$ cat src/shared/ars_map.svh
`ifndef ARS_MAP_SVH
`define ARS_MAP_SVH

// Time base.
`define ARS_CLK_PERIOD_NS  4
`define ARS_TICK_PERIOD_NS 1000000
`define ARS_TICK_CYCLES    (`ARS_TICK_PERIOD_NS / `ARS_CLK_PERIOD_NS)

// Register offsets (byte addresses).
`define ARS_OFF_CTRL      8'h00
`define ARS_OFF_ACT       8'h04
`define ARS_OFF_CLOSE     8'h08
`define ARS_OFF_RECLAIM   8'h0C
`define ARS_OFF_DEAD_BASE 8'h20
`define ARS_OFF_STATUS    8'h40
`define ARS_OFF_IRQ_STAT  8'h44
`define ARS_OFF_IRQ_MASK  8'h48

// Control field positions.
`define ARS_CTRL_SRC_BIT    0
`define ARS_CTRL_MON_BIT    1
`define ARS_CTRL_PICKUP_BIT 2
`define ARS_CTRL_LAST_LO    4
`define ARS_CTRL_LAST_HI    5

// Interrupt status bit positions.
`define ARS_IRQ_SUCCESS 0
`define ARS_IRQ_FINAL   1
`define ARS_IRQ_BLOCK   2
`define ARS_IRQ_CLOSE   3

// Reset values.
`define ARS_RST_CTRL    32'h0000_0035
`define ARS_RST_ACT     16'h01F4
`define ARS_RST_CLOSE   16'h0064
`define ARS_RST_RECLAIM 16'h07D0
`define ARS_RST_DEAD    16'h01F4
`define ARS_RST_MASK    4'h0

`endif

$ cat src/shared/ars_pkg.sv
package ars_pkg;

  // Sequencer states.
  typedef enum logic [3:0] {
    S_IDLE, S_ACTION, S_TRIPPED, S_DEAD, S_RECLAIM,
    S_PEND, S_FINAL, S_DYN_BLOCK, S_NOT_READY
  } ars_state_e;

  // Synchronised pin inputs.
  typedef struct packed {
    logic pickup;
    logic trip;
    logic breaker_open;
    logic earth_fault;
  } ars_pins_s;

  // Control settings.
  typedef struct packed {
    logic       start_source_select;
    logic       breaker_state_monitor_en;
    logic       pickup_en;
    logic [1:0] last_shot;
  } ars_cfg_s;

endpackage : ars_pkg

$ cat src/hdl/ars_sequencer.sv
`timescale 1ns/1ps
`include "ars_map.svh"

module ars_sequencer #(
  parameter int TICK_CYCLES = `ARS_TICK_CYCLES
) (
  input  wire logic        ref_clk_in,
  input  wire logic        rst_in,
  input  wire logic        protection_pickup_in,
  input  wire logic        trip_in,
  input  wire logic        breaker_open_in,
  input  wire logic        earth_fault_in,
  input  wire logic [7:0]  addr_in,
  input  wire logic [31:0] wdata_in,
  input  wire logic        wr_in,
  input  wire logic        rd_in,
  output logic      [31:0] rdata_out,
  output logic             close_cmd_out,
  output logic             final_trip_out,
  output logic             blocked_out,
  output logic             in_progress_out,
  output logic             irq_out
);

  localparam int TW = $clog2(TICK_CYCLES + 1);

  ars_pkg::ars_state_e state_ff, nxt_state;
  logic [3:0]      sync1_ff, sync2_ff;
  ars_pkg::ars_pins_s pins;
  logic [TW-1:0]   tick_cnt_ff;
  logic            tick;
  logic [31:0]     ctrl_ff;
  ars_pkg::ars_cfg_s cfg;
  logic [15:0]     act_ff, close_t_ff, reclaim_ff;
  logic [15:0]     dead_ff [8];
  logic [3:0]      irq_stat_ff, irq_mask_ff, ev;
  logic [15:0]     tmr_ff, cl_tmr_ff, dead_sel;
  logic [1:0]      shot_ff, nxt_shot;
  logic            earth_ff, nxt_earth, pend_ff, nxt_pend;
  logic            close_ff, nxt_close, final_ff, blocked_ff, inprog_ff;
  logic            start_cond, fault, last_shot, act_done, dead_done;
  logic            close_done, reclaim_done, not_ready_cond, start_close;
  logic            hit_ctrl, hit_act, hit_close, hit_rec, hit_dead;
  logic            hit_stat, hit_irq, hit_mask;
  logic [31:0]     rd_mux;
  logic [2:0]      dead_idx;

  // Pins come from the protection side asynchronously: two flops each.
  always_ff @(posedge ref_clk_in) begin
    if (rst_in) begin
      sync1_ff <= 4'h0;
      sync2_ff <= 4'h0;
    end else begin
      sync1_ff <= {protection_pickup_in, trip_in, breaker_open_in,
                   earth_fault_in};
      sync2_ff <= sync1_ff;
    end
  end
  assign pins = sync2_ff;

  // Millisecond tick shared by every timer of the block.
  always_ff @(posedge ref_clk_in) begin
    if (rst_in || tick) begin
      tick_cnt_ff <= '0;
    end else begin
      tick_cnt_ff <= tick_cnt_ff + TW'(1);
    end
  end
  assign tick = (tick_cnt_ff == TW'(TICK_CYCLES - 1));

  // Register address decode.
  assign hit_ctrl  = (addr_in == `ARS_OFF_CTRL);
  assign hit_act   = (addr_in == `ARS_OFF_ACT);
  assign hit_close = (addr_in == `ARS_OFF_CLOSE);
  assign hit_rec   = (addr_in == `ARS_OFF_RECLAIM);
  assign hit_dead  = (addr_in[7:5] == 3'(`ARS_OFF_DEAD_BASE >> 5))
                     && (addr_in[1:0] == 2'b00);
  assign hit_stat  = (addr_in == `ARS_OFF_STATUS);
  assign hit_irq   = (addr_in == `ARS_OFF_IRQ_STAT);
  assign hit_mask  = (addr_in == `ARS_OFF_IRQ_MASK);

  // Settings view of the control register.
  assign cfg.start_source_select      = ctrl_ff[`ARS_CTRL_SRC_BIT];
  assign cfg.breaker_state_monitor_en = ctrl_ff[`ARS_CTRL_MON_BIT];
  assign cfg.pickup_en                = ctrl_ff[`ARS_CTRL_PICKUP_BIT];
  assign cfg.last_shot = ctrl_ff[`ARS_CTRL_LAST_HI:`ARS_CTRL_LAST_LO];

  // Software settings. Changing them mid-sequence takes effect at once.
  always_ff @(posedge ref_clk_in) begin
    if (rst_in) begin
      ctrl_ff     <= `ARS_RST_CTRL;
      act_ff      <= `ARS_RST_ACT;
      close_t_ff  <= `ARS_RST_CLOSE;
      reclaim_ff  <= `ARS_RST_RECLAIM;
      irq_mask_ff <= `ARS_RST_MASK;
      for (int i = 0; i < 8; i++) begin
        dead_ff[i] <= `ARS_RST_DEAD;
      end
    end else if (wr_in) begin
      if (hit_ctrl) ctrl_ff <= wdata_in & 32'h0000_0037;
      if (hit_act) act_ff <= wdata_in[15:0];
      if (hit_close) close_t_ff <= wdata_in[15:0];
      if (hit_rec) reclaim_ff <= wdata_in[15:0];
      if (hit_mask) irq_mask_ff <= wdata_in[3:0];
      if (hit_dead) dead_ff[addr_in[4:2]] <= wdata_in[15:0];
    end
  end

  // Sticky events; an event in the clearing cycle survives the clear.
  always_ff @(posedge ref_clk_in) begin
    if (rst_in) begin
      irq_stat_ff <= 4'h0;
    end else begin
      irq_stat_ff <= (irq_stat_ff & ~((wr_in && hit_irq) ? wdata_in[3:0]
                                                          : 4'h0)) | ev;
    end
  end
  assign irq_out = |(irq_stat_ff & irq_mask_ff);

  // Read data: a mapped register, or zero for any other address.
  assign rd_mux = hit_ctrl  ? ctrl_ff :
                  hit_act   ? {16'h0000, act_ff} :
                  hit_close ? {16'h0000, close_t_ff} :
                  hit_rec   ? {16'h0000, reclaim_ff} :
                  hit_dead  ? {16'h0000, dead_ff[addr_in[4:2]]} :
                  hit_stat  ? {20'h0_0000, blocked_ff, final_ff, inprog_ff,
                               close_ff, 2'b00, shot_ff, 4'(state_ff)} :
                  hit_irq   ? {28'h000_0000, irq_stat_ff} :
                  hit_mask  ? {28'h000_0000, irq_mask_ff} : 32'h0000_0000;

  always_ff @(posedge ref_clk_in) begin
    if (rst_in) begin
      rdata_out <= 32'h0000_0000;
    end else begin
      rdata_out <= rd_in ? rd_mux : 32'h0000_0000;
    end
  end

  // Sequence conditions.
  assign fault      = pins.trip;
  assign last_shot  = (shot_ff == cfg.last_shot);
  assign start_cond = cfg.start_source_select ? pins.breaker_open
                                              : !pins.trip;
  assign dead_idx   = {shot_ff, earth_ff};
  assign dead_sel   = dead_ff[dead_idx];
  assign act_done   = (tmr_ff >= act_ff);
  assign dead_done  = (tmr_ff >= dead_sel);
  assign close_done = (cl_tmr_ff >= close_t_ff);
  // Only a fault can end reclaim while the close pulse is still out.
  assign reclaim_done = (tmr_ff >= reclaim_ff) && !close_ff;
  assign not_ready_cond = cfg.start_source_select && pins.breaker_open
                          && cfg.breaker_state_monitor_en;
  assign start_close = (state_ff == ars_pkg::S_DEAD)
                       && (nxt_state == ars_pkg::S_RECLAIM);

  // Next state, shot counter and fault type latch.
  always_comb begin
    nxt_state = state_ff;
    nxt_shot  = shot_ff;
    nxt_earth = earth_ff;
    nxt_pend  = pend_ff;
    ev        = 4'h0;
    case (state_ff)
      ars_pkg::S_IDLE: begin
        nxt_shot = 2'b00;
        if (fault) begin
          nxt_state = ars_pkg::S_TRIPPED;
        end else if (pins.pickup && cfg.pickup_en) begin
          nxt_state = ars_pkg::S_ACTION;
        end
      end
      ars_pkg::S_ACTION: begin
        if (fault) begin
          nxt_state = ars_pkg::S_TRIPPED;
        end else if (act_done) begin
          nxt_state = ars_pkg::S_DYN_BLOCK;
        end
      end
      ars_pkg::S_TRIPPED: begin
        if (pins.trip) nxt_earth = pins.earth_fault;
        if (start_cond) nxt_state = ars_pkg::S_DEAD;
      end
      ars_pkg::S_DEAD: begin
        if (fault) begin
          nxt_state = ars_pkg::S_FINAL;
        end else if (dead_done) begin
          nxt_state = ars_pkg::S_RECLAIM;
          nxt_pend  = 1'b0;
        end
      end
      ars_pkg::S_RECLAIM, ars_pkg::S_PEND: begin
        if (state_ff == ars_pkg::S_RECLAIM && pins.pickup && cfg.pickup_en)
          nxt_pend = 1'b1;
        if (fault) begin
          if (last_shot) begin
            nxt_state = ars_pkg::S_FINAL;
          end else begin
            nxt_state = ars_pkg::S_TRIPPED;
            nxt_shot  = shot_ff + 2'b01;
          end
        end else if (state_ff == ars_pkg::S_RECLAIM) begin
          if (reclaim_done && (pend_ff || nxt_pend)) begin
            nxt_state = ars_pkg::S_PEND;
          end else if (reclaim_done) begin
            nxt_state = ars_pkg::S_IDLE;
            ev[`ARS_IRQ_SUCCESS] = 1'b1;
          end
        end else if (!pins.pickup) begin
          nxt_state = ars_pkg::S_IDLE;
          ev[`ARS_IRQ_SUCCESS] = 1'b1;
        end else if (act_done) begin
          nxt_state = ars_pkg::S_DYN_BLOCK;
        end
      end
      ars_pkg::S_FINAL: begin
        nxt_state = ars_pkg::S_DYN_BLOCK;
      end
      ars_pkg::S_DYN_BLOCK: begin
        if (not_ready_cond) begin
          nxt_state = ars_pkg::S_NOT_READY;
        end else if (tmr_ff >= reclaim_ff) begin
          nxt_state = ars_pkg::S_IDLE;
        end
      end
      ars_pkg::S_NOT_READY: begin
        // Trips are ignored here; only a closed breaker ends the wait.
        if (!pins.breaker_open) nxt_state = ars_pkg::S_IDLE;
      end
      default: begin
        nxt_state = ars_pkg::S_IDLE;
      end
    endcase
    if (nxt_state == ars_pkg::S_FINAL) ev[`ARS_IRQ_FINAL] = 1'b1;
    if (nxt_state == ars_pkg::S_DYN_BLOCK && state_ff != ars_pkg::S_DYN_BLOCK)
      ev[`ARS_IRQ_BLOCK] = 1'b1;
    if (start_close) ev[`ARS_IRQ_CLOSE] = 1'b1;
  end

  // Close pulse: starts with reclaim, ends by its own timer or when reclaim is left.
  assign nxt_close = start_close ||
                     (close_ff && !close_done
                      && nxt_state == ars_pkg::S_RECLAIM);

  // State, timers and registered outputs.
  always_ff @(posedge ref_clk_in) begin
    if (rst_in) begin
      state_ff  <= ars_pkg::S_IDLE;
      tmr_ff    <= 16'h0000;
      cl_tmr_ff <= 16'h0000;
      shot_ff   <= 2'b00;
      earth_ff  <= 1'b0;
      pend_ff   <= 1'b0;
      close_ff  <= 1'b0;
    end else begin
      state_ff <= nxt_state;
      shot_ff  <= nxt_shot;
      earth_ff <= nxt_earth;
      pend_ff  <= nxt_pend;
      close_ff <= nxt_close;
      if (nxt_state != state_ff) begin
        tmr_ff <= 16'h0000;
      end else if (tick && tmr_ff != 16'hFFFF) begin
        tmr_ff <= tmr_ff + 16'h0001;
      end
      if (start_close) begin
        cl_tmr_ff <= 16'h0000;
      end else if (tick && close_ff) begin
        cl_tmr_ff <= cl_tmr_ff + 16'h0001;
      end
    end
  end

  always_ff @(posedge ref_clk_in) begin
    if (rst_in) begin
      final_ff   <= 1'b0;
      blocked_ff <= 1'b0;
      inprog_ff  <= 1'b0;
    end else begin
      final_ff   <= (nxt_state == ars_pkg::S_FINAL);
      blocked_ff <= (nxt_state == ars_pkg::S_DYN_BLOCK)
                    || (nxt_state == ars_pkg::S_NOT_READY);
      inprog_ff  <= (nxt_state == ars_pkg::S_TRIPPED)
                    || (nxt_state == ars_pkg::S_DEAD)
                    || (nxt_state == ars_pkg::S_RECLAIM)
                    || (nxt_state == ars_pkg::S_PEND);
    end
  end

  assign close_cmd_out   = close_ff;
  assign final_trip_out  = final_ff;
  assign blocked_out     = blocked_ff;
  assign in_progress_out = inprog_ff;

  // Checks on the sequence.
  property p_action_block;
    @(posedge ref_clk_in) disable iff (rst_in)
    (state_ff == ars_pkg::S_ACTION && !fault && act_done)
      |=> (state_ff == ars_pkg::S_DYN_BLOCK) ##1 blocked_out;
  endproperty
  a_action_block: assert property (p_action_block)
    else $error("Action timeout did not block.");

  property p_start_dead;
    @(posedge ref_clk_in) disable iff (rst_in)
    (state_ff == ars_pkg::S_TRIPPED && start_cond)
      |=> (state_ff == ars_pkg::S_DEAD && tmr_ff == 16'h0000);
  endproperty
  a_start_dead: assert property (p_start_dead)
    else $error("Start condition did not start dead time.");

  property p_dead_hold;
    @(posedge ref_clk_in) disable iff (rst_in)
    (state_ff == ars_pkg::S_DEAD && !fault && tmr_ff < dead_sel)
      |=> (state_ff == ars_pkg::S_DEAD) && !close_cmd_out;
  endproperty
  a_dead_hold: assert property (p_dead_hold)
    else $error("Dead time ended early.");

  property p_close_pulse;
    @(posedge ref_clk_in) disable iff (rst_in)
    (state_ff == ars_pkg::S_DEAD && !fault && dead_done)
      |=> close_cmd_out && !$past(close_cmd_out) && in_progress_out;
  endproperty
  a_close_pulse: assert property (p_close_pulse)
    else $error("No close pulse at dead time expiry.");

  property p_reclaim_covers_close;
    @(posedge ref_clk_in) disable iff (rst_in)
    (state_ff == ars_pkg::S_RECLAIM && close_cmd_out && !fault)
      |=> (state_ff == ars_pkg::S_RECLAIM);
  endproperty
  a_reclaim_covers_close: assert property (p_reclaim_covers_close)
    else $error("Reclaim ended while close pulse was out.");

  property p_next_cycle;
    @(posedge ref_clk_in) disable iff (rst_in)
    (state_ff == ars_pkg::S_RECLAIM && fault && !last_shot)
      |=> (state_ff == ars_pkg::S_TRIPPED)
          && (shot_ff == $past(shot_ff) + 2'b01);
  endproperty
  a_next_cycle: assert property (p_next_cycle)
    else $error("Fault in reclaim did not advance the cycle.");

  property p_success;
    @(posedge ref_clk_in) disable iff (rst_in)
    (state_ff == ars_pkg::S_RECLAIM && !fault && reclaim_done
     && !pend_ff && !nxt_pend)
      |=> (state_ff == ars_pkg::S_IDLE) ##1 (shot_ff == 2'b00);
  endproperty
  a_success: assert property (p_success)
    else $error("Quiet reclaim expiry did not reset.");

  property p_final_last;
    @(posedge ref_clk_in) disable iff (rst_in)
    (state_ff == ars_pkg::S_RECLAIM && fault && last_shot)
      |=> final_trip_out ##1 (blocked_out && !final_trip_out);
  endproperty
  a_final_last: assert property (p_final_last)
    else $error("Trip after last cycle missed final trip.");

  property p_final_dead;
    @(posedge ref_clk_in) disable iff (rst_in)
    (state_ff == ars_pkg::S_DEAD && fault) |=> final_trip_out;
  endproperty
  a_final_dead: assert property (p_final_dead)
    else $error("Fault in dead time missed final trip.");

  property p_not_ready;
    @(posedge ref_clk_in) disable iff (rst_in)
    (state_ff == ars_pkg::S_DYN_BLOCK && not_ready_cond)
      |=> (state_ff == ars_pkg::S_NOT_READY) && blocked_out
          && !in_progress_out;
  endproperty
  a_not_ready: assert property (p_not_ready)
    else $error("Blocked breaker-open case missed not ready.");

  property p_no_mon;
    @(posedge ref_clk_in) disable iff (rst_in)
    (state_ff == ars_pkg::S_DYN_BLOCK && !cfg.breaker_state_monitor_en)
      |=> (state_ff != ars_pkg::S_NOT_READY);
  endproperty
  a_no_mon: assert property (p_no_mon)
    else $error("Not ready entered with monitoring off.");

  property p_not_ready_blocked;
    @(posedge ref_clk_in) disable iff (rst_in)
    (state_ff == ars_pkg::S_NOT_READY && pins.breaker_open)
      |=> blocked_out && !close_cmd_out;
  endproperty
  a_not_ready_blocked: assert property (p_not_ready_blocked)
    else $error("Not ready without blocked output.");

  c_success: cover property (@(posedge ref_clk_in) disable iff (rst_in)
    state_ff == ars_pkg::S_RECLAIM ##1 state_ff == ars_pkg::S_IDLE);
  c_second_shot: cover property (@(posedge ref_clk_in)
    disable iff (rst_in) state_ff == ars_pkg::S_DEAD && shot_ff == 2'b01);
  c_not_ready: cover property (@(posedge ref_clk_in) disable iff (rst_in)
    state_ff == ars_pkg::S_NOT_READY);
  c_pend: cover property (@(posedge ref_clk_in) disable iff (rst_in)
    state_ff == ars_pkg::S_PEND ##1 state_ff == ars_pkg::S_TRIPPED);

endmodule : ars_sequencer

$ cat config.mk
export PLATFORM = sky130hd
export DESIGN_NAME = ars_sequencer
export DESIGN_NICKNAME = d
export VERILOG_FILES = /design/src/shared/ars_pkg.sv /design/src/hdl/ars_sequencer.sv
export VERILOG_INCLUDE_DIRS = /design/src /design/src/shared
export SDC_FILE = /design/constraint.sdc
export NUM_CORES = 1
export LEC_CHECK = 0
export BUFFER_PORTS_ARGS = -buffer_cell sky130_fd_sc_hd__buf_2
export CAP_MARGIN = 20
export CORE_ASPECT_RATIO = 0.7
export CORE_MARGIN = 2
export CORE_UTILIZATION = 28
export DETAILED_ROUTE_END_ITERATION = 12
export GPL_ROUTABILITY_DRIVEN = 0
export PLACE_DENSITY_LB_ADDON = 0.08
export SLEW_MARGIN = 20
export SYNTH_ARGS = -nofsm -noshare
export SYNTH_HDL_FRONTEND = slang
export SYNTH_SLANG_ARGS = --single-unit
$ cat constraint.sdc
create_clock -name ref_clk_in -period 4.5 [get_ports ref_clk_in]
set_input_delay 0.9 -clock ref_clk_in [delete_from_list [all_inputs] [get_ports ref_clk_in]]
set_output_delay 0.9 -clock ref_clk_in [all_outputs]
set_load 0.005 [all_outputs]
======== Yosys cells after proc, flatten, opt, wreduce, memory -nomap -nowiden ========
Memory sizes are Yosys's and may differ from the RTL's.
Cells that the tools add are included.
word-level totals
  register bits after elaboration ......... 163
  RAM bits ................................ 128
  bits of input ports ..................... 48
  output and inout port bits .............. 37
  word-level logic and storage cells ...... 166
  memories ................................ 1
cells by class
  add/sub/neg operators ................... 4
  magnitude comparators ................... 4
  equality and inequality tests ........... 31
  muxes and demuxes ....................... 53
  bitwise logic cells ..................... 5
  reductions and logical operators ........ 46
memory list
  name     words  width  read ports  clocked after Yosys merged registers in  wr ports  line                 text
  dead_ff  8      16     2           0                                        8         ars_sequencer.sv:35  logic [15:0] dead_ff [8];
operators with widths
  kind                     count
  $mux W16                 5
  $mux W4                  18
  $ge A16 B16 Y1           4
  $add A16 B1 Y16 const B  2
  $eq A4 B3 Y1 const B     8
  $pmux W4 S8              1
  $eq A8 B7 Y1 const B     3
  $mux W1                  21
  $add A18 B1 Y18 const B  1
  $eq A18 B18 Y1 const B   1
  $eq A4 B2 Y1 const B     4
  $eq A8 B4 Y1 const B     2
  $ne A16 B16 Y1 const B   1
  $reduce_or A16 Y1        1
  $logic_and A1 B1 Y1      15
  $mux W12                 1
  $reduce_and A2 Y1        6
  $reduce_or A9 Y1         1
  $and A4 B4 Y4            2
  $eq A4 B4 Y1 const B     2
  $eq A8 B3 Y1 const B     1
  $logic_not A8 Y1         1
  $ne A2 B2 Y1 const B     4
  $reduce_or A2 Y1         4
  other kinds (22)         34

======== Logic depth before layout (Yosys ltp) ========
Gate-level depths: netlist (run 1).
  word-level depth ........................ 15
  gate-level depth with buffers ........... 15
  depth with buffers taken out ............ 11

======== Worst setup path after synthesis (run 1) ========
Ideal clock, no wire load.
  path type ............................... register to register
  start ................................... reg earth_ff
  end ..................................... reg cl_tmr_ff[6]
  setup time .............................. 0.115 ns
  arrival ................................. 3.592 ns
  path slack .............................. 0.793 ns
  stages on the path, launching flop included .. 16
  period minus slack after synthesis ...... 3.707 ns
  cells stage by stage .................... dfxtp_1 clkbuf_1 buf_1 mux4_2 mux2i_1 ha_1 a211o_1 nor2_1 a211oi_1 o211ai_2 a41oi_1 a21boi_2 a21o_1 buf_4 buf_6 nor2_1
on the way
  word-level cells in the longest chain between the ends .. 8
ends and longest elaborated chain
  what                               line                  text
  start: declaration                 ars_sequencer.sv:39   logic earth_ff, nxt_earth, pend_ff, nxt_pend;
  start signal: assignment           ars_sequencer.sv:257  earth_ff <= nxt_earth;
  $mem_v2 Z8 W16                     -
  $ge A16 B16 Y1                     ars_sequencer.sv:147  assign dead_done = (tmr_ff >= dead_sel);
  $mux W4                            ars_sequencer.sv:186  end else if (dead_done) begin
  $mux W4                            ars_sequencer.sv:184  if (fault) begin
  $pmux W4 S8                        ars_sequencer.sv:163  case (state_ff)
  $eq A4 B3 Y1                       ars_sequencer.sv:154  && (nxt_state == ars_pkg::S_RECLAIM);
  $logic_and A1 B1 Y1                ars_sequencer.sv:154
  $reduce_or A2 Y1 (no source line)  -
  end signal: assignment             ars_sequencer.sv:268  cl_tmr_ff <= cl_tmr_ff + 16'h0001;
  end: declaration                   ars_sequencer.sv:37   logic [15:0] tmr_ff, cl_tmr_ff, dead_sel;
Every way passes these cells.
A chain may end at the register's enable or synchronous reset.

======== Worst setup path in the final report (run 1) ========
  start ................................... reg earth_ff
  end ..................................... reg tmr_ff[11]
on the way
  word-level cells in the longest chain between the ends .. 7
ends and longest elaborated chain
  what                               line                  text
  $mem_v2 Z8 W16                     -
  $ge A16 B16 Y1                     ars_sequencer.sv:147
  $mux W4                            ars_sequencer.sv:186
  $mux W4                            ars_sequencer.sv:184
  $pmux W4 S8                        ars_sequencer.sv:163
  $ne A4 B4 Y1                       ars_sequencer.sv:260  if (nxt_state != state_ff) begin
  $reduce_or A2 Y1 (no source line)  -
  end signal: assignment             ars_sequencer.sv:263  tmr_ff <= tmr_ff + 16'h0001;
  end: declaration                   ars_sequencer.sv:37
Every way passes these cells.

==> reports/results.tsv, run 1 <==
metric	value	unit
status	finished, final reports clean	
Final period util	0.910	
Ys Warns	0	
Worst Hold Path Cells	1	
Netlist cell types	74	
Hold/Removal Path Class	register to register	
Pwr Density	329	nW/um2
Nets	1585	
CTS max path bufs	3	
Die W	280	um
first-pass GRT wire length	74000	um
Syn Inst Count	1420	
dpl cell area	16100	um2
CP required	5020	ps
crit start category	register	
Post-Syn Area	15000	um2
Synth Register Bits	275	
DRT antenna net count	0	
initial antenna violation count	2	
placed cells	2121	
largest fanout on the critical path	16	
Seq/Total Area, Yosys	0.454	
Max Freq	244	MHz
post-DR vias/cell	4.97	
Setup-failing EPs final	0	
Sink Count	275	
minimum clock period	4100	ps
Async S/R FF share, synth	0	
num ports	85	
Iteration-0 DRC Markers	790	
area occupied by multi-input gates	7550	um2
Initial Util	0.285	
CTS Root Cell	clkbuf_16	
Slew @ Worst Pin	1150	ps
Worst Reg-to-Reg Cells	14	
routed vias	10800	
setup TNS	0	ps
CP Class	register to register	
post-DP HPWL	36900	um
RSZ-0062 raised after global routing	no	
final hold vios	0	
Finished Layout Cells	2179	
Sequential Area	6790	um2
Syn Area/Cell	10.5	um2
proportion of layout cells with a drive suffix above 1	0.171	
cts hold-fix bufs	0	
total grt overflow	0	
data arrival time of the critical path	4620	ps
Synth area leaders	edfxtp_1 (26%), dfxtp_1 (20%), mux4_2 (10%), ha_1 (5.6%), nand2_1 (4.1%)	
Avg WL per Cell	23.1	um
antenna fix cells	0	
clock latency on the worst-skew pair	600	ps
clk_skew	17.7	ps
vias in the first global route	10600	
Die Area	55300	um2
leakage	0.00620	uW
Port Buf Inserts	52	
TritonCTS clock tree	built	
largest net degree at the start of global routing	56	
WL final	50400	um
final-layout fill cell count	5356	
Worst-path clk slew	70	ps
CTS Buf Count	31	
Final Instance Area	17100	um2
max_cap viols	0	
Hold Slack	439	ps
cell taking the most area after synthesis	edfxtp_1	
max-slew violations	0	
GRT Util Overall	0.183	
postcts setup bufs	0	
ys flop type	dfxtp_1	
H-tree depth	1	
CORE AREA	52500	um2
Std-Cell Rows	70	
crit end category	register	
post_cts resized	0	
Post-synth EDFFs	128	
Relative slew margins	0.226	
DRC viols	0	
First-pass DRT Iterations	5	
Area Growth Syn to Fin	14.2	%
share of the synthesized area in the top cell type	0.257	
die height	197	um
Peak VDD IR	0.191	mV
final core occ	0.325	
-- cells in the mapped netlist, drive strengths merged, types with 42 or more instances --
| master | count |
|---|---|
| a21oi | 72 |
| and2 | 88 |
| buf | 42 |
| clkbuf | 58 |
| dfxtp | 147 |
| edfxtp | 128 |
| ha | 67 |
| inv | 62 |
| mux2i | 45 |
| mux4 | 67 |
| nand2 | 162 |
| nor2 | 111 |
-- final cells by class --
type,count,share of cell area
flip-flops and latches,275,0.398
clock buffers,34,0.0461
clock inverters,24,0.0102
well taps,684,0.0501
repair buffers,102,0.0403
multi-input cells,998,0.442
inverters,62,0.0136
-- per-layer routing --
| layer | global-route usage | part of all wire | up-vias |
|---|---|---|---|
| met5 | 0 | 0 | - |
| met4 | 0.0285 | 0.014 | 0 |
| met3 | 0.0427 | 0.060 | 43 |
| met2 | 0.254 | 0.40 | 227 |
| met1 | 0.287 | 0.53 | 5357 |
| li1 | - | - | 5192 |
-- layout by cell type (no fill, tap or decap), drive strengths merged, types with 20 or more instances in the layout --
cell,synthesis,routed
mux4,67,67
nand2b,21,21
mux2i,45,45
a21oi,72,72
nor2,111,111
inv,62,63
xnor2,20,20
nand2,162,162
edfxtp,128,128
or3,40,40
clkbuf,58,34
buf,42,102
nand3,34,34
ha,67,67
dfxtp,147,147
o21ai,40,40
xor2,24,24
and2,88,88
-- cells by family after synthesis --
| logic type | Yosys count | share of synthesized area |
|---|---|---|
| AOI/OAI and AO/OA | 205 | 0.0941 |
| and+or+nand+nor | 548 | 0.187 |
| other | 1 | 0.000251 |
| buffers and inverters | 162 | 0.0474 |
| xor gates and xnor gates | 44 | 0.0258 |
| DFF | 275 | 0.454 |
| muxes | 118 | 0.136 |
| adders and majority gates | 67 | 0.0561 |
-- through the flow --
| step | total power [uW] | setup WS [ps] |
|---|---|---|
| floorplan | 3020 | 793 |
| global route | 5830 | 85.4 |
| finish | 5620 | 403 |
| CTS | 5700 | 319 |
| global placement | 3180 | 391 |
| detailed placement | 3190 | 361 |
-- path summary, 6_finish.rpt --
path / start / end / slack (ps)
max reg2reg: earth_ff / tmr_ff[11] / 400
min: sync1_ff[0] / pins[0] / 440
max: earth_ff / tmr_ff[11] / 400
min reg2reg: sync1_ff[0] / pins[0] / 440
-- flip-flops by register name, indices dropped and copies added (netlist names), 16 cells and up --
| name | cells |
|---|---|
| reclaim_ff | 16 |
| act_ff | 16 |
| close_t_ff | 16 |
| cl_tmr_ff | 16 |
| tmr_ff | 16 |
| dead_ff | 128 |
| tick_cnt_ff | 18 |
| rdata_out | 16 |
-- critical path, stage by stage (launching register included) --
cell and delay [ps]:
dfxtp_2 620, buf_12 230, mux4_2 540, mux2i_1 280, ha_1 300, o21a_1 190, o211ai_1 220, a211oi_1 110
buf_4 180, o211a_1 220, a211oi_1 240, buf_4 180, o221a_2 210, o2111ai_4 270, nor2_1 200
-- power by group --
| part | total, uW | switching, uW | internal [uW] |
|---|---|---|---|
| combinational | 404 | 250 | 154 |
| sequential | 2720 | 43.2 | 2680 |
| clock | 2490 | 1120 | 1370 |
| total | 5620 | 1420 | 4200 |
Note: power is estimated with default switching activity, not from simulation.
==> run 2, diff against run 1 <==
- clock period: 4.5 -> 3.6 ns (I/O delays scaled with it)
==> reports/results.tsv, run 2 (synthesis results as in run 1) <==
metric	value	unit	change
GRT Util Overall	0.188		+0.00512
max-slew violations	0		unchanged
largest fanout on the critical path	6		-10
Std-Cell Rows	70		unchanged
initial antenna violation count	1		-1
Power, Total	7110	uW	+26%
Peak VDD IR	0.296	mV	+55%
CP cell instances	buf_12 -> buf_12 -> buf_8 -> mux4_2 -> mux2i_2 -> buf_4 -> ha_4 -> o2111a_1 -> a211oi_2 -> o21ai_2 -> o211ai_2 -> a41oi_2 -> buf_4 -> a21boi_4 -> buf_6 -> xor2_1 -> nor4_1		
antenna fix cells	0		unchanged
CP peak stage delay	520	ps	-100 ps
largest net degree at the start of global routing	47		-16%
Slew @ Worst Pin	884	ps	-268 ps
total grt overflow	0		unchanged
first-pass GRT wire length	76100	um	+2.9%
r2r endpoint	in_progress_out		
CORE AREA	52500	um2	unchanged
die height	197	um	unchanged
CP Class	register to register		
Hold Path Origin	breaker_open_in		
leakage	0.00660	uW	+6.5%
CP required	4090	ps	-930 ps
Setup-failing EPs final	0		unchanged
post-DR vias/cell	5.02		+1.1%
clk_skew	18.9	ps	+1.23 ps
num ports	85		unchanged
max reg flops	128		unchanged
status	finished, final reports clean		
CTS Buf Count	31		unchanged
Die W	280	um	unchanged
CTS max path bufs	3		unchanged
final core occ	0.341		+0.0159
dpl cell area	16500	um2	+2.6%
Relative slew margins	0.409		+0.183
Crit path buffers/inverters	6		+3
crit-path leading delay family	compound AO/OA/AOI/OAI gates		
DRC viols	0		unchanged
crit start category	register		
clock latency on the worst-skew pair	590	ps	about the same
Pwr Density	397	nW/um2	+21%
vias in the first global route	11200		+5.2%
Port Buf Inserts	52		unchanged
Die Area	55300	um2	unchanged
DRT antenna net count	0		unchanged
Initial Util	0.285		unchanged
routed vias	11200		+3.9%
proportion of layout cells with a drive suffix above 1	0.222		+0.0512
Nets	1647		+3.9%
Worst Hold Path Cells	2		+1
Avg WL per Cell	23.1	um	-0.17%
crit end category	register		
First-pass DRT Iterations	5		unchanged
data arrival time of the critical path	4080	ps	-540 ps
CTS Root Cell	clkbuf_16		
Final Instance Area	17900	um2	+4.9%
r2r setup slk	8	ps	-390 ps
final hold vios	0		unchanged
Hold Slack	344	ps	-95.6 ps
Worst-path clk slew	60	ps	about the same
RSZ-0062 raised after global routing	yes		
Critical-path top delay cell	mux4_2		
cts hold-fix bufs	0		unchanged
TritonCTS clock tree	built		
Hold/Removal Path Class	input port to register		
max_cap viols	0		unchanged
WL final	51700	um	+2.6%
minimum clock period	3590	ps	-506 ps
Worst Reg-to-Reg Cells	17		+3
Final period util	0.998		+0.0872
post-DP HPWL	38100	um	+3.2%
Hold Path Sink	sync1_ff[1]		
commonest non-fill, non-tap cell in the layout	nand2_1		
H-tree depth	1		unchanged
biggest regs	dead_ff x128, tick_cnt_ff x18		
Iteration-0 DRC Markers	819		+3.7%
Max Freq	278	MHz	+14%
most frequent cells in the layout	nand2_1 (161), dfxtp_1 (145), edfxtp_1 (128)		
FF-to-FF Start	earth_ff		
Sink Count	275		unchanged
Area Growth Syn to Fin	19.7	%	
largest register by flop count	dead_ff		
-- run 2: cell types whose count changed in the layout (fill, tap and decap cells not counted), moves of 4 or more --
cell,change
a211oi_1,-4
buf_12,+8
buf_4,+48
buf_6,+4
clkbuf_1,+7
clkbuf_8,+5
clkinv_1,-7
ha_1,-7
ha_4,+6
mux2i_1,-7
mux2i_2,+4
-- run 2: layout make-up --
type                    instances  area, um2
fillers                      5309      34600
repair buffers                164       1280
well taps                     684        856
multi-input cells             998       7780
flip-flops and latches        275       6790
clock buffers                  49        905
inverters                      62        233
clock inverters                 8       66.3
-- run 2: worst max-delay path by stage --
stage / start / endpoint / slack, ps / cells after the start
6_report: earth_ff / in_progress_out / 8 / 17
4_1_cts: earth_ff / in_progress_out / -10 / 16
3_3_place_gp: earth_ff / cl_tmr_ff[8] / -340 / 15
5_1_grt: earth_ff / in_progress_out / -170 / 16
2_1_floorplan: addr_in[3] / dead_ff[3][0] / 130 / 6
3_5_place_dp: earth_ff / cl_tmr_ff[9] / -300 / 15
-- run 2: layer usage --
metal  vias to the layer above  track usage  share of wire
met1                      5631        0.299           0.53
met3                        53       0.0308          0.052
li1                       5318            -              -
met4                         0       0.0321          0.015
met5                         -            0              0
met2                       243        0.266           0.40
-- run 2: repair_timing --
| action | CTS | global route |
|---|---|---|
| resized for setup | 14 | 38 |
| cloned | 0 | 0 |
| pin swaps | 0 | 15 |
| setup buffers | 5 | 13 |
| endpoints found under the setup margin | 43 | 41 |
-- run 2: where the power goes --
part	internal (uW)	leakage, uW	switching, uW
Sequential	3350	0.00243	54.1
Combinational	236	0.00369	336
Clock	1780	0.000486	1350
Total	5370	0.00660	1740
-- run 2: worst reg2reg max path, stage by stage (launching register included) --
cell and delay (ps):
dfxtp_2 350, buf_12 140, buf_12 140, buf_8 110, mux4_2 520, mux2i_2 230, buf_4 170, ha_4 190
o2111a_1 240, a211oi_2 270, o21ai_2 130, o211ai_2 100, a41oi_2 70, buf_4 180, a21boi_4 130, buf_6 150
xor2_1 130, nor4_1 230
-- run 2: stage by stage --
stage	cells	setup TNS [ps]	setup slack, ps
detailed placement	2167	-10670	-304
global route	2240	-3450	-168
global placement	2167	-11640	-344
floorplan	1435	0	125
finish	2240	0	8.30
CTS	2229	-12.1	-11.0
==> run 3, diff against run 2 <==
- ABC_AREA: unset -> 1
- SLEW_MARGIN: 20 -> 10
==> reports/results.tsv, run 3 <==
metric	value	unit	change
status	finished, final reports clean		
biggest regs	dead_ff x128, tick_cnt_ff x18		
Hold Slack	399	ps	+54.9 ps
postcts setup bufs	0		-5
Die Area	55300	um2	about the same
Worst Hold Path Cells	3		+1
clk_skew	15.5	ps	-3.41 ps
Syn Inst Count	1863		+31%
minimum clock period	3370	ps	-219 ps
CTS max path bufs	3		unchanged
crit start category	register		
routed vias	13100		+17%
final core occ	0.335		-0.00685
Hold/Removal Path Class	input port to register		
Crit path buffers/inverters	5		-1
largest register by flop count	dead_ff		
CORE AREA	52500	um2	unchanged
Netlist cell types	54		-27%
post-DP HPWL	42900	um	+13%
max_cap viols	0		unchanged
FF-to-FF Start	shot_ff[0]		
Worst-path clk slew	60	ps	about the same
leakage	0.00706	uW	+6.9%
Avg WL per Cell	21.4	um	-7.2%
clock latency on the worst-skew pair	530	ps	-60 ps
num ports	85		unchanged
CP most frequent cell	nand2_1		
CP cell instances	inv_1 -> buf_12 -> buf_4 -> o21ai_0 -> o21ai_0 -> o21ai_0 -> ha_1 -> nand2_1 -> nor3_1 -> nand3_1 -> nand3_1 -> buf_4 -> nor2_2 -> o21ai_2 -> nand2_1 -> nand2_1 -> nand2_1 -> nor2_1 -> nand2_2 -> buf_12 -> nor2_1		
TritonCTS clock tree	built		
Post-Syn Area	15000	um2	about the same
First-pass DRT Iterations	5		unchanged
Die W	280	um	about the same
Max Freq	296	MHz	+6.5%
data arrival time of the critical path	3840	ps	-240 ps
largest fanout on the critical path	17		+11
Synth area leaders	edfxtp_1 (26%), dfxtp_1 (20%), nand2_1 (7.6%), ha_1 (5.6%), nor2_1 (5.6%)		
DRT antenna net count	0		unchanged
Iteration-0 DRC Markers	1265		+54%
CP required	4060	ps	-30 ps
Port Buf Inserts	52		unchanged
most frequent cells in the layout	nand2_1 (303), nor2_1 (220), inv_1 (219)		
largest family of logic cells by synthesized area	simple AND/OR/NAND/NOR gates		
simple-gate area share of the yosys netlist	0.210		+0.0228
Ys Warns	0		unchanged
r2r setup slk	230	ps	+220 ps
max reg flops	128		unchanged
Setup WS post-layout	227	ps	+219 ps
crit end category	register		
Relative slew margins	0.439		+0.0306
RSZ-0062 raised after global routing	no		
CP peak stage delay	340	ps	-180 ps
Seq/Total Area, Yosys	0.454		about the same
initial antenna violation count	1		unchanged
Hold Path Origin	earth_fault_in		
die height	197	um	about the same
Syn Area/Cell	8.03	um2	-24%
Std-Cell Rows	70		unchanged
largest net degree at the start of global routing	73		+55%
Area Growth Syn to Fin	17.3	%	
Post-Synth Adder-Cell Area	0.0560		about the same
cts hold-fix bufs	0		unchanged
post-synthesis mux area share	0		-0.136
proportion of layout cells with a drive suffix above 1	0.137		-0.0850
setup TNS	0	ps	unchanged
Sequential Area	6790	um2	about the same
CTS Buf Count	34		+9.7%
first-pass GRT wire length	84400	um	+11%
share of the synthesized area in the top cell type	0.257		about the same
commonest non-fill, non-tap cell in the layout	nand2_1		
vias in the first global route	12700		+14%
Worst Reg-to-Reg Cells	21		+4
Nets	2056		+25%
DP Worst Slack	144	ps	+448 ps
final-layout fill cell count	5489		+3.4%
post-synthesis compound-gate area fraction	0.170		+0.0759
crit-path leading delay family	simple AND/OR/NAND/NOR gates		
GRT Util Overall	0.207		+0.0186
most numerous cell in the Yosys netlist	nand2_1		
Initial Util	0.285		about the same
Finished Layout Cells	2652		+18%
total grt overflow	0		unchanged
cell taking the most area after synthesis	edfxtp_1		
placed cells	2589		+19%
Post-synth EDFFs	128		unchanged
Sink Count	275		unchanged
max-slew violations	0		unchanged
H-tree depth	2		+1
post-DR vias/cell	4.95		-1.5%
Final period util	0.937		-0.0607
Synth Register Bits	275		unchanged
ys flop type	dfxtp_1		
Slew @ Worst Pin	838	ps	-45.8 ps
Peak VDD IR	0.257	mV	-13%
WL final	56900	um	+9.9%
Pwr Density	435	nW/um2	+9.5%
CTS Root Cell	clkbuf_16		
Post-synth top cells	nand2_1 (303), nor2_1 (223), inv_1 (219)		
DRC viols	0		unchanged
Async S/R FF share, synth	0		unchanged
Post-Synth XOR/XNOR Area	0.0135		-0.0123
Setup-failing EPs final	0		unchanged
r2r endpoint	tmr_ff[15]		
area occupied by multi-input gates	6790	um2	-13%
final hold vios	0		unchanged
Critical-path top delay cell	nor3_1		
Hold Path Sink	sync1_ff[0]		
CP Class	register to register		
==> run 3: final cells by class <==
type                            instances  area share
Antenna cell                            1    0.000143
Clock buffer                           48      0.0568
Clock inverter                         14     0.00955
Inverter                              252      0.0540
Multi-Input combinational cell       1246       0.387
Sequential cell                       275       0.387
Tap cell                              684      0.0488
Timing Repair Buffer                  132      0.0569
==> run 3: power breakdown <==
| part | internal (uW) | total [uW] | switching (uW) | leakage [uW] |
|---|---|---|---|---|
| Sequential | 3350 | 3400 | 50.2 | 0.00243 |
| Combinational | 172 | 575 | 404 | 0.00406 |
| Clock | 2220 | 3650 | 1430 | 0.000569 |
| Total | 5740 | 7630 | 1880 | 0.00706 |
==> run 3: per-stage QoR <==
stage          total power (uW)  area (um2)
6_report                   7630       17500
5_1_grt                    7900       17500
4_1_cts                    7710       17500
3_5_place_dp               4040       16400
3_3_place_gp               4040       16400
2_1_floorplan              3760       15000
==> run 3: cells by family after synthesis <==
family	count (synthesis)
and+or+nand+nor	706
AOI/OAI and AO/OA	434
buffers and inverters	357
DFF	275
adders and majority gates	67
xor gates and xnor gates	23
other	1
==> run 3: what timing repair did <==
action	CTS	global route
endpoints found under the setup margin	0	18
endpoints found under the hold margin	0	0
resized for setup	0	9
==> run 3: how the worst max path moves through the flow <==
stage | from | end | slack [ps] | cells after the start
after floorplan | earth_ff | tmr_ff[5] | 740 | 21
after global placement | earth_ff | tmr_ff[15] | 180 | 24
after detailed placement | earth_ff | tmr_ff[10] | 140 | 24
after CTS | earth_ff | tmr_ff[1] | 120 | 24
after global routing | shot_ff[0] | tmr_ff[15] | 0.5 | 21
final | shot_ff[0] | tmr_ff[15] | 230 | 21
==> run 3: worst register-to-register path, delay by kind of cell, from the launching register on <==
kind	cells	cell delay, ps
buf+inv	5	860
fa+ha+maj	1	300
compound gates	4	640
flops	1	310
simple gates	11	1210
==> run 3: per-layer routing <==
metal / vias up / track usage / wire (um)
met1: 6251 / 0.335 / 30600
met4: 0 / 0.0386 / 784
met2: 379 / 0.285 / 22100
li1: 6430 / - / -
met5: - / 0 / 0
met3: 59 / 0.0290 / 3430
